--- src/logic/blmi_defs.vh ---
// Shared constants of the byte-lane mask and inversion codec.
// Assumes inclusion by bare name from the top and lane design files of the block.
//
// Contract
// - Write inversion follows mode three bit seven
// - Read inversion follows mode three bit six
// - Mask function follows mode thirteen bit five
// - Mask enabled when that bit is zero
// - One pin per byte, whole-byte granularity
// - Pin sampled/driven with the byte's data
// - No mask, no write inversion: receivers off (write training still turns them on when read inversion is on)
// - Read inversion off: pin drivers stay off (read training still drives them when mask or write inversion is on)
// - Plain write: pin high inverts byte
// - Read: more than four ones inverts
// - Masked write, pin high masks byte
// - Both on: pin low, five ones masks
// - Write training: pin is pattern, untouched data
// - Read training: return captured pin pattern
// - Mode read inverts or holds pin low
`ifndef BLMI_DEFS_VH
`define BLMI_DEFS_VH

`define BLMI_CMD_WRITE 3'h1
`define BLMI_CMD_MASKED_WRITE 3'h2
`define BLMI_CMD_READ 3'h3
`define BLMI_CMD_MODE_READ 3'h4
`define BLMI_CMD_TRAIN_WRITE 3'h5
`define BLMI_CMD_TRAIN_READ 3'h6

`define BLMI_MR3_WR_INV_BIT 7
`define BLMI_MR3_RD_INV_BIT 6
`define BLMI_MODE_REGISTER_THIRTEEN_MASK_OFF_BIT 5

`define BLMI_RD_INV_LIMIT 4'h4
`define BLMI_MASK_LIMIT 4'h5
`define BLMI_MASK_LOW_BIT 2

`define BLMI_BURST_LEN 16
`define BLMI_BEAT_IDX_W 4
`define BLMI_LANES 2

`endif

--- src/logic/blmi_top.v ---
// Top of the byte-lane mask and inversion codec for a two-lane data channel.
// Assumes the link strobe, data lines and pins come from outside MCLK's domain,
// that commands and mode bits come from same-clock logic, and that the strobe
// is slow enough for MCLK to see every one of its edges.
`timescale 1ns/10ps
`include "blmi_defs.vh"
module blmi_top #(
   parameter BURST_LEN = `BLMI_BURST_LEN,
   parameter IDX_W = `BLMI_BEAT_IDX_W,
   parameter MODE_READ_INV = 1
) (
   input wire MCLK,
   input wire RST_N,
   input wire [7:0] MODE_REGISTER_THREE,
   input wire [7:0] MODE_REGISTER_THIRTEEN,
   input wire CMD_VALID,
   input wire [2:0] CMD_CODE,
   output wire CMD_READY,
   output reg ILLEGAL_CMD,
   input wire LINK_STROBE,
   input wire [15:0] DQ_I,
   output reg [15:0] DQ_O,
   output reg [15:0] DQ_OE,
   input wire [1:0] MASK_INVERT_PIN_I,
   output reg [1:0] MASK_INVERT_PIN_O,
   output reg [1:0] MASK_INVERT_PIN_OE,
   output reg [1:0] PIN_RX_ON,
   output wire WR_VALID,
   input wire WR_READY,
   output wire [15:0] WR_DATA,
   output wire [1:0] WR_BYTE_EN,
   output wire WR_IN_READY,
   output reg WR_OVERRUN,
   input wire RD_VALID,
   output wire RD_READY,
   input wire [15:0] RD_DATA,
   output reg RD_UNDERRUN
);
   localparam S_IDLE = 2'h0;
   localparam S_WRITE = 2'h1;
   localparam S_READ = 2'h2;
   localparam integer LAST_BEAT_INT = BURST_LEN - 1;
   localparam [IDX_W-1:0] LAST_BEAT = LAST_BEAT_INT[IDX_W-1:0];

   reg [1:0] state;
   reg [2:0] cmd;
   reg [IDX_W-1:0] beat;
   reg wr_inv_en;
   reg rd_inv_en;
   reg mask_en;
   reg rx_on;
   reg next_rx_on;
   reg [1:0] next_state;

   // Read drive controls
   reg drv_pins_rd;
   reg [1:0] rd_pin_val;
   reg [15:0] rd_val;
   reg rd_tail;

   // Two flops on everything from the link before any logic looks at it
   reg strobe_s1;
   reg strobe_s2;
   reg strobe_s3;
   reg [15:0] dq_s1;
   reg [15:0] dq_s2;
   reg [1:0] pin_s1;
   reg [1:0] pin_s2;

   // Training store: one word per beat, data and both pin bits
   // No reset, since it is only read back after a training write has filled it
   reg [17:0] train_mem [0:BURST_LEN-1];

   // Both strobe edges are beats; the third flop only marks where the second changed
   wire link_edge = strobe_s2 ^ strobe_s3;
   wire beat_now = link_edge && (state != S_IDLE);
   wire last_now = beat_now && (beat == LAST_BEAT);

   wire mr_wr_inv = MODE_REGISTER_THREE[`BLMI_MR3_WR_INV_BIT];
   wire mr_rd_inv = MODE_REGISTER_THREE[`BLMI_MR3_RD_INV_BIT];
   wire mr_mask = !MODE_REGISTER_THIRTEEN[`BLMI_MODE_REGISTER_THIRTEEN_MASK_OFF_BIT];
   wire mr_any = mr_wr_inv | mr_rd_inv | mr_mask;

   wire is_write = (CMD_CODE == `BLMI_CMD_WRITE);
   wire is_masked = (CMD_CODE == `BLMI_CMD_MASKED_WRITE);
   wire is_read = (CMD_CODE == `BLMI_CMD_READ);
   wire is_mode_read = (CMD_CODE == `BLMI_CMD_MODE_READ);
   wire is_train_wr = (CMD_CODE == `BLMI_CMD_TRAIN_WRITE);
   wire is_train_rd = (CMD_CODE == `BLMI_CMD_TRAIN_READ);
   wire cmd_take = CMD_VALID && (state == S_IDLE);

   assign CMD_READY = (state == S_IDLE);

   wire cur_masked = (cmd == `BLMI_CMD_MASKED_WRITE);
   wire cur_train_wr = (cmd == `BLMI_CMD_TRAIN_WRITE);
   wire cur_train_rd = (cmd == `BLMI_CMD_TRAIN_READ);

   always @* begin
      next_rx_on = 1'b0;
      if (is_write | is_masked) begin
         next_rx_on = mr_mask | mr_wr_inv;
      end else if (is_train_wr) begin
         next_rx_on = mr_any;
      end
   end

   // Unknown codes are taken and simply leave the block idle
   always @* begin
      next_state = S_IDLE;
      case (CMD_CODE)
         `BLMI_CMD_WRITE, `BLMI_CMD_MASKED_WRITE, `BLMI_CMD_TRAIN_WRITE: begin
            next_state = S_WRITE;
         end
         `BLMI_CMD_READ, `BLMI_CMD_MODE_READ, `BLMI_CMD_TRAIN_READ: begin
            next_state = S_READ;
         end
         default: begin
            next_state = S_IDLE;
         end
      endcase
   end

   wire [1:0] pin_bits = rx_on ? pin_s2 : 2'h0;

   wire [17:0] train_word = train_mem[beat];
   wire [15:0] rd_src = cur_train_rd ? train_word[15:0] : RD_DATA;

   wire [15:0] wr_dec;
   wire [1:0] wr_keep;
   wire [15:0] rd_enc;
   wire [1:0] rd_pins;

   genvar g;
   generate
      for (g = 0; g < `BLMI_LANES; g = g + 1) begin : lane
         blmi_lane u_lane (
            .wr_inv_en(wr_inv_en),
            .mask_en(mask_en),
            .masked_cmd(cur_masked),
            .train_cmd(cur_train_wr),
            .wr_byte(dq_s2[g*8+7:g*8]),
            .wr_pin(pin_bits[g]),
            .rd_inv_en(rd_inv_en),
            .rd_byte(rd_src[g*8+7:g*8]),
            .wr_out(wr_dec[g*8+7:g*8]),
            .wr_keep(wr_keep[g]),
            .rd_out(rd_enc[g*8+7:g*8]),
            .rd_pin(rd_pins[g])
         );
      end
   endgenerate

   // Array side takes only beats that keep at least one byte
   wire wr_push = beat_now && (state == S_WRITE) && !cur_train_wr && (wr_keep != 2'h0);
   wire read_beat = beat_now && (state == S_READ);
   assign RD_READY = read_beat && !cur_train_rd;

   // A word that meets a full buffer is lost and flagged on the overrun output
   blmi_buf #(
      .WIDTH(18)
   ) u_buf (
      .clk(MCLK),
      .rst_n(RST_N),
      .in_valid(wr_push),
      .in_ready(WR_IN_READY),
      .in_data({wr_keep, wr_dec}),
      .out_valid(WR_VALID),
      .out_ready(WR_READY),
      .out_data({WR_BYTE_EN, WR_DATA})
   );

   always @(posedge MCLK) begin
      if (!RST_N) begin
         strobe_s1 <= 1'b0;
         strobe_s2 <= 1'b0;
         strobe_s3 <= 1'b0;
         dq_s1 <= 16'h0000;
         dq_s2 <= 16'h0000;
         pin_s1 <= 2'h0;
         pin_s2 <= 2'h0;
      end else begin
         strobe_s1 <= LINK_STROBE;
         strobe_s2 <= strobe_s1;
         strobe_s3 <= strobe_s2;
         dq_s1 <= DQ_I;
         dq_s2 <= dq_s1;
         pin_s1 <= MASK_INVERT_PIN_I;
         pin_s2 <= pin_s1;
      end
   end

   // Mode bits are frozen per burst so a mid-burst change cannot split a burst
   always @(posedge MCLK) begin
      if (!RST_N) begin
         state <= S_IDLE;
         cmd <= 3'h0;
         beat <= {IDX_W{1'b0}};
         wr_inv_en <= 1'b0;
         rd_inv_en <= 1'b0;
         mask_en <= 1'b0;
         rx_on <= 1'b0;
         ILLEGAL_CMD <= 1'b0;
      end else begin
         ILLEGAL_CMD <= 1'b0;
         case (state)
            S_IDLE: begin
               beat <= {IDX_W{1'b0}};
               if (cmd_take) begin
                  cmd <= CMD_CODE;
                  wr_inv_en <= mr_wr_inv;
                  rd_inv_en <= mr_rd_inv;
                  mask_en <= mr_mask;
                  rx_on <= next_rx_on;
                  ILLEGAL_CMD <= is_masked && !mr_mask;
                  state <= next_state;
               end
            end
            S_WRITE, S_READ: begin
               if (beat_now) begin
                  beat <= beat + {{(IDX_W-1){1'b0}}, 1'b1};
               end
               if (last_now) begin
                  state <= S_IDLE;
                  rx_on <= 1'b0;
               end
            end
            default: begin
               state <= S_IDLE;
            end
         endcase
      end
   end

   always @(posedge MCLK) begin
      if (beat_now && (state == S_WRITE) && cur_train_wr) begin
         train_mem[beat] <= {pin_bits, dq_s2};
      end
   end

   // Mode read sends raw data with the pin low when the option is off
   wire mode_read_raw = (cmd == `BLMI_CMD_MODE_READ) && (MODE_READ_INV == 0);

   always @* begin
      drv_pins_rd = 1'b0;
      if (is_read | is_mode_read) begin
         drv_pins_rd = mr_rd_inv;
      end else if (is_train_rd) begin
         drv_pins_rd = mr_any;
      end
   end

   always @* begin
      rd_pin_val = rd_pins;
      rd_val = rd_enc;
      if (cur_train_rd) begin
         rd_val = train_word[15:0];
         rd_pin_val = (mask_en | wr_inv_en | rd_inv_en) ? train_word[17:16] : 2'h0;
      end else if (mode_read_raw) begin
         rd_val = RD_DATA;
         rd_pin_val = 2'h0;
      end
   end

   always @(posedge MCLK) begin
      if (!RST_N) begin
         DQ_O <= 16'h0000;
         DQ_OE <= 16'h0000;
         MASK_INVERT_PIN_O <= 2'h0;
         MASK_INVERT_PIN_OE <= 2'h0;
         PIN_RX_ON <= 2'h0;
         WR_OVERRUN <= 1'b0;
         RD_UNDERRUN <= 1'b0;
         rd_tail <= 1'b0;
      end else begin
         WR_OVERRUN <= wr_push && !WR_IN_READY;
         RD_UNDERRUN <= RD_READY && !RD_VALID;
         // Drivers stay on one cycle past the last beat, so that beat goes out driven
         rd_tail <= last_now && (state == S_READ);
         PIN_RX_ON <= {2{rx_on}};
         if (cmd_take && (is_read | is_mode_read | is_train_rd)) begin
            DQ_OE <= 16'hFFFF;
            MASK_INVERT_PIN_OE <= {2{drv_pins_rd}};
         end else if (rd_tail) begin
            DQ_OE <= 16'h0000;
            MASK_INVERT_PIN_OE <= 2'h0;
         end
         if (read_beat) begin
            DQ_O <= rd_val;
            MASK_INVERT_PIN_O <= MASK_INVERT_PIN_OE & rd_pin_val;
         end else if (state == S_IDLE) begin
            DQ_O <= 16'h0000;
            MASK_INVERT_PIN_O <= 2'h0;
         end
      end
   end
endmodule // blmi_top

--- src/logic/blmi_lane.v ---
// One byte lane of the codec: write decode and read encode, purely combinational.
// Assumes the caller registers the results and qualifies them with a beat strobe.
`timescale 1ns/10ps
`include "blmi_defs.vh"
module blmi_lane (
   input wire wr_inv_en,
   input wire mask_en,
   input wire masked_cmd,
   input wire train_cmd,
   input wire [7:0] wr_byte,
   input wire wr_pin,
   input wire rd_inv_en,
   input wire [7:0] rd_byte,
   output reg [7:0] wr_out,
   output reg wr_keep,
   output reg [7:0] rd_out,
   output reg rd_pin
);
   function [3:0] ones;
      input [7:0] v;
      integer i;
      begin
         ones = 4'h0;
         for (i = 0; i < 8; i = i + 1) begin
            ones = ones + {3'h0, v[i]};
         end
      end
   endfunction

   wire [7:0] high_bits = {wr_byte[7:`BLMI_MASK_LOW_BIT], 2'h0};

   always @* begin
      wr_out = wr_byte;
      wr_keep = 1'b1;
      if (train_cmd) begin
         wr_out = wr_byte;
      end else if (masked_cmd) begin
         if (!mask_en) begin
            wr_keep = 1'b0;
         end else if (!wr_inv_en) begin
            wr_keep = !wr_pin;
         end else begin
            wr_keep = !(!wr_pin && ones(high_bits) >= `BLMI_MASK_LIMIT);
            wr_out = wr_pin ? ~wr_byte : wr_byte;
         end
      end else if (wr_inv_en) begin
         wr_out = wr_pin ? ~wr_byte : wr_byte;
      end
   end

   always @* begin
      rd_pin = rd_inv_en && (ones(rd_byte) > `BLMI_RD_INV_LIMIT);
      rd_out = rd_pin ? ~rd_byte : rd_byte;
   end
endmodule // blmi_lane

--- src/logic/blmi_buf.v ---
// Two-entry valid/ready buffer for decoded write words.
// Assumes a single clock and a synchronous active-low reset.
`timescale 1ns/10ps
module blmi_buf #(
   parameter WIDTH = 18
) (
   input wire clk,
   input wire rst_n,
   input wire in_valid,
   output wire in_ready,
   input wire [WIDTH-1:0] in_data,
   output wire out_valid,
   input wire out_ready,
   output wire [WIDTH-1:0] out_data
);
   reg [WIDTH-1:0] slot0;
   reg [WIDTH-1:0] slot1;
   reg [1:0] fill;

   wire push = in_valid && in_ready;
   wire pop = out_valid && out_ready;

   assign in_ready = (fill != 2'h2);
   assign out_valid = (fill != 2'h0);
   assign out_data = slot0;

   always @(posedge clk) begin
      if (!rst_n) begin
         slot0 <= {WIDTH{1'b0}};
         slot1 <= {WIDTH{1'b0}};
         fill <= 2'h0;
      end else begin
         case ({push, pop})
            2'b10: begin
               if (fill == 2'h0) begin
                  slot0 <= in_data;
               end else begin
                  slot1 <= in_data;
               end
               fill <= fill + 2'h1;
            end
            2'b01: begin
               slot0 <= slot1;
               fill <= fill - 2'h1;
            end
            2'b11: begin
               // Full never pops and pushes together since in_ready is low then
               if (fill == 2'h1) begin
                  slot0 <= in_data;
               end else begin
                  slot0 <= slot1;
                  slot1 <= in_data;
               end
            end
            default: begin
               fill <= fill;
            end
         endcase
      end
   end
endmodule // blmi_buf

--- config.mk ---
export PLATFORM = sky130hd
export DESIGN_NAME = blmi_top
export DESIGN_NICKNAME = d
export VERILOG_FILES = /design/src/logic/blmi_top.v /design/src/logic/blmi_lane.v /design/src/logic/blmi_buf.v
export VERILOG_INCLUDE_DIRS = /design/src /design/src/logic
export SDC_FILE = /design/constraint.sdc
export NUM_CORES = 1
export LEC_CHECK = 0
export ABC_CLOCK_PERIOD_IN_PS = 4900
export BUFFER_PORTS_ARGS = -buffer_cell sky130_fd_sc_hd__buf_2
export CORE_MARGIN = 2
export CORE_UTILIZATION = 56
export CTS_BUF_LIST = sky130_fd_sc_hd__clkbuf_4 sky130_fd_sc_hd__clkbuf_8
export CTS_CLUSTER_SIZE = 20
export DETAILED_ROUTE_END_ITERATION = 7
export PLACE_DENSITY = 0.89
export SYNTH_ARGS = -nofsm -noshare
export SYNTH_HDL_FRONTEND = slang
export SYNTH_SLANG_ARGS = --single-unit
--- constraint.sdc ---
create_clock -name MCLK -period 4.9 [get_ports MCLK]
set_input_delay 0.98 -clock MCLK [delete_from_list [all_inputs] [get_ports MCLK]]
set_output_delay 0.98 -clock MCLK [all_outputs]
set_load 0.01 [all_outputs]
# After elaboration in Yosys (flattened, before gate mapping)
# Memories as Yosys holds them, arrays and structs flattened. A register that Yosys moved wholly into a read port is not among the register bits.
# Cells that the tools add are included.
# word_totals
out_inout_bits,63
n_memories,1
mem_bits_rw,288
register_bits,131
inputBits,59
# mem_list
name,depth,word_bits,rd,rd_ports_with_merged_regs,wr,line_no,source
train_mem,16,18,1,1,1,blmi_top.v:72,reg [17:0] train_mem [0:BURST_LEN-1];
# classes
n_addsub,27
mux,57
n_eq_ne,23
n_bitwise,14
n_lt_le_gt_ge,4
n_reduce_logical,50
# op_table
cell,count
$mux W16,6
$mux W8,12
$add A4 B1 Y4,20
$mux W18,4
$pmux W18 S3,1
$pmux W18 S2,1
$not A8 Y8,4
$logic_and A1 B1 Y1,20
$mux W2,9
$mux W1,16
$reduce_bool A2 Y1,8
$eq A3 B3 Y1 const B,5
$mux W4,3
$pmux W2 S2,3
$ne A2 B2 Y1 const B,5
$eq A3 B2 Y1 const B,3
$logic_not A1 Y1,9
$reduce_and A3 Y1,3
$add A1 B1 Y2,4
$ge A4 B3 Y1 const B,2
$gt A4 B3 Y1 const B,2
$or A1 B1 Y1,8
$pmux W4 S2,1
$reduce_and A2 Y1,4
15 further kinds,22

# Longest topological paths before layout
# depth
depth_word,18
ltp_mapped,19

# Modules after synthesis
# A second synthesis with hierarchy kept.
# unflattened
cells_unflattened,1231
area_unflattened_um2,17127.7
# by_module_without_submodules
mod,area_each_um2,instances,cells_per_inst
blmi_top,14402.6,1,938
blmi_buf,1726.7,1,175
blmi_lane,499.2,2,59

# Worst setup path after synthesis
# OpenSTA, ideal clock, no wires.
# synth_timing
path_kind,register to register
from,register (tool-made name)
to,register DQ_O[10]
period_less_slack_ns,4.848
slack_ns,0.052
path_stages_with_launch,18
setup_time_ns,0.117
arrival_time_ns,4.731
cell_sequence,dfxtp_1 -> clkbuf_1 -> buf_2 -> mux4_2 -> a22oi_1 -> a31oi_1 -> ha_1 -> inv_1 -> fa_1 -> fa_1 -> fa_1 -> inv_1 -> fa_1 -> o21ai_0 -> a21boi_1 -> buf_1 -> mux2i_1 -> a32o_1
# synth_lines
element,line_no,source
"end signal, assigned",blmi_top.v:288,DQ_O <= rd_val;
"end, declared",blmi_top.v:22,"output reg [15:0] DQ_O,"

==> results.md <==
- Status: finished, final reports clean
- Netlist cell types: 56
- Hold_buf cts: 0
- Utilization after layout: 66.0%
- Final non-filler cell total: 1729
- Pleak: 7.03 nW
- Crit end category: flip-flop
- Total congestion overflow: 0
- Fmax: 0.212 GHz
- DP Worst Slack: -85.2 ps
- Post-Synth XOR/XNOR Area: 1.15%
- Worst Path Required: 5400 ps
- Maxcap violations: 0
- Wire per inst: 23.6 µm
- CTS root buffer: clkbuf_8
- Vias per cell: 6.23
- Worst hold slack: 431 ps
- Setup ws final: 173 ps
- Vias in the first global route: 10857
- Layout cells sized above 1: 28.5%
- CTS Buffer Depth: 3
- Crit path kind: reg2reg
- Startpoint Class: flip-flop
- DRC: 0
- Slew Viols, Final: 0
- Nets: 1382
- Met1 Use GR: 33.0%
- Mux cell area share after synthesis: 10.9%
- Synthesis-to-layout area growth: 16.0%
- Number of flops mapped to enable cells by yosys: 288
- Total CTS buffers: 59
- Power Total: 7.26 mW
- Mapped Avg Cell Area: 14.9 µm²
- Largest family of logic cells by synthesized area: multiplexers
- Syn Nets: 1225
- Clk sinks: 407
- Cell Count Post-Placement: 1608
- Top-level port count: 122
- Crit path DAT: 5220 ps
- Peak supply drop: 292 µV
- Flops & latches, synth: 407
- Via count: 10769
- Die height: 177 µm
- Drt pass-1 iters: 5
- Worst Clk Skew: 26.9 ps
- Simple-gate share of the synthesized area: 7.23%
- Design Area, Final: 19500 µm²
- Port bufs: 108
- Most frequent cells in the layout: 288 x edfxtp_1, 117 x dfxtp_1, 108 x buf_2
- Worst Max-Slew Pin Slew: 1250 ps
- CTS tree: built
- DRT iter0 DRCs: 1223
- Min-delay worst type: reg2reg
- Gr usage total: 26.0%
- Fill count: 1899
- Final Hold Vio Count: 0
- Core footprint: 29600 µm²
- Main synth FF type: edfxtp_1
- Setup_tns: 0 ps
- # diodes: 0
- Synthesized area: 16800 µm²
- Most common cell after layout, fill and taps aside: edfxtp_1
- Final Critical Period: 4730 ps
- Initial Utilization: 56.9%
- Placed wire-length estimate: 25.2 mm
- Placed Area: 18000 µm²
- Met3 GRT Util: 4.92%
- Final ANT Viol Nets: 0
- Initial antenna violation count: 1
- Crit-path max FO: 10
- Grt peak-use layer: met2
- Ys async rst share: 0%
- Final period util: 96.5%
- Slew headroom: 16.4%
- DRT Wirelength: 40.9 mm
- Synth Area in Adders: 3.23%
- Met2 Track Usage GR: 44.2%
- Largest net degree at the start of global routing: 54
- RePlAce Congestion: 0.813
- H-Tree Depth: 2
- Syn. warnings: 0
- Clk slew on worst S/H paths: 70 ps
- Die X: 177 µm
- Row Count: 63
- Post-synthesis sequential area ratio: 65.6%
- Die ar.: 31400 µm²
- First-pass GRT wire length: 61.2 mm
- Pwr dens: 372 nW/µm²
- Cells after synthesis: 1131
- # setup viols final: 0
- Worst-skew pair later-pin latency: 620 ps
- Synth Area in Compound Gates: 8.61%
-- Yosys cell counts, types with 12 or more instances --
master | instances | area, µm²
a211oi_1 | 51 | 383
a21oi_1 | 21 | 105
a22oi_1 | 22 | 165
a2bb2oi_1 | 13 | 114
a32o_1 | 16 | 160
and2_1 | 60 | 375
buf_4 | 17 | 128
clkbuf_1 | 52 | 195
dfxtp_1 | 119 | 2380
edfxtp_1 | 288 | 8650
fa_1 | 14 | 280
ha_1 | 21 | 263
inv_1 | 38 | 143
mux2i_1 | 57 | 571
mux4_2 | 56 | 1260
nand2_1 | 44 | 165
nand3_1 | 12 | 60.1
nor2_1 | 67 | 251
o21ai_1 | 19 | 95.1
o22ai_1 | 16 | 100
xnor2_1 | 13 | 114
-- kinds of logic (layout without fill, tap and decap cells) --
family	Yosys count	count (layout)
AND/OR/NAND/NOR	235	235
buffers and inverters	124	332
AO/OA/AOI/OAI	195	195
XOR/XNOR	22	22
flip-flops	407	407
multiplexers	113	113
adder cells (fa/ha/maj)	35	35
-- per-layer routing --
metal,up-vias,share of wire (%)
met1,5377,37
met5,-,0
met3,107,9.4
li1,4617,-
met4,0,3.4
met2,668,51
-- state kept, by name, indices dropped and copies added, names as in the netlist, 2 cells and up, named ones only --
register	cells
u_buf.out_data	18
cmd	3
MASK_INVERT_PIN_O	2
train_mem	288
state	2
beat	4
pin_s2	2
pin_s1	2
u_buf.fill	2
u_buf.slot1	18
dq_s1	16
dq_s2	16
DQ_O	16
-- power by group --
| part | leakage (nW) | internal (mW) | switching [mW] | total [mW] |
|---|---|---|---|---|
| Clock | 0.720 | 1.71 | 1.28 | 2.98 |
| Combinational | 2.55 | 0.212 | 0.308 | 0.519 |
| Sequential | 3.77 | 3.71 | 0.0422 | 3.76 |
| Total | 7.03 | 5.63 | 1.63 | 7.26 |
-- worst max-delay path: stages, from the launching register on --
cell and delay, ps:
dfxtp_4 410, buf_4 140, buf_12 130, mux4_2 540, nand3_1 140, a31oi_1 100, ha_1 280, inv_1 50
fa_1 550, fa_1 440, fa_2 400, inv_1 70, fa_1 400, o21ai_1 130, buf_4 140, a21boi_1 60
buf_4 200, mux2i_1 140, a32o_1 270
-- timing repair --
| action | CTS | global route |
|---|---|---|
| resized for setup | 3 | 25 |
| setup endpoints to repair | 2 | 35 |
| buffers inserted | 0 | 9 |
| pin swaps | 0 | 3 |
| endpoints found under the hold margin | 0 | 0 |
-- path summary, 6_finish.rpt --
| path | startpoint | endpoint | slack, ps | cells after the start |
|---|---|---|---|---|
| setup reg to reg | flip-flop | DQ_O[8] | 170 | 18 |
| setup / recovery | flip-flop | DQ_O[8] | 170 | 18 |
| hold reg to reg | dq_s1[14] | dq_s2[14] | 430 | 1 |
| hold / removal | dq_s1[14] | dq_s2[14] | 430 | 1 |
-- final cells by class --
class,count,area [µm²],share of cell area [%]
clock buffers,96,1200,6.13
flip-flops and latches,407,11000,56.6
well taps,390,488,2.50
inverters,41,154,0.789
multi-input cells,600,5320,27.3
repair buffers,179,1150,5.92
clock inverters,16,158,0.808
Note: power is estimated with default switching activity, not from simulation.
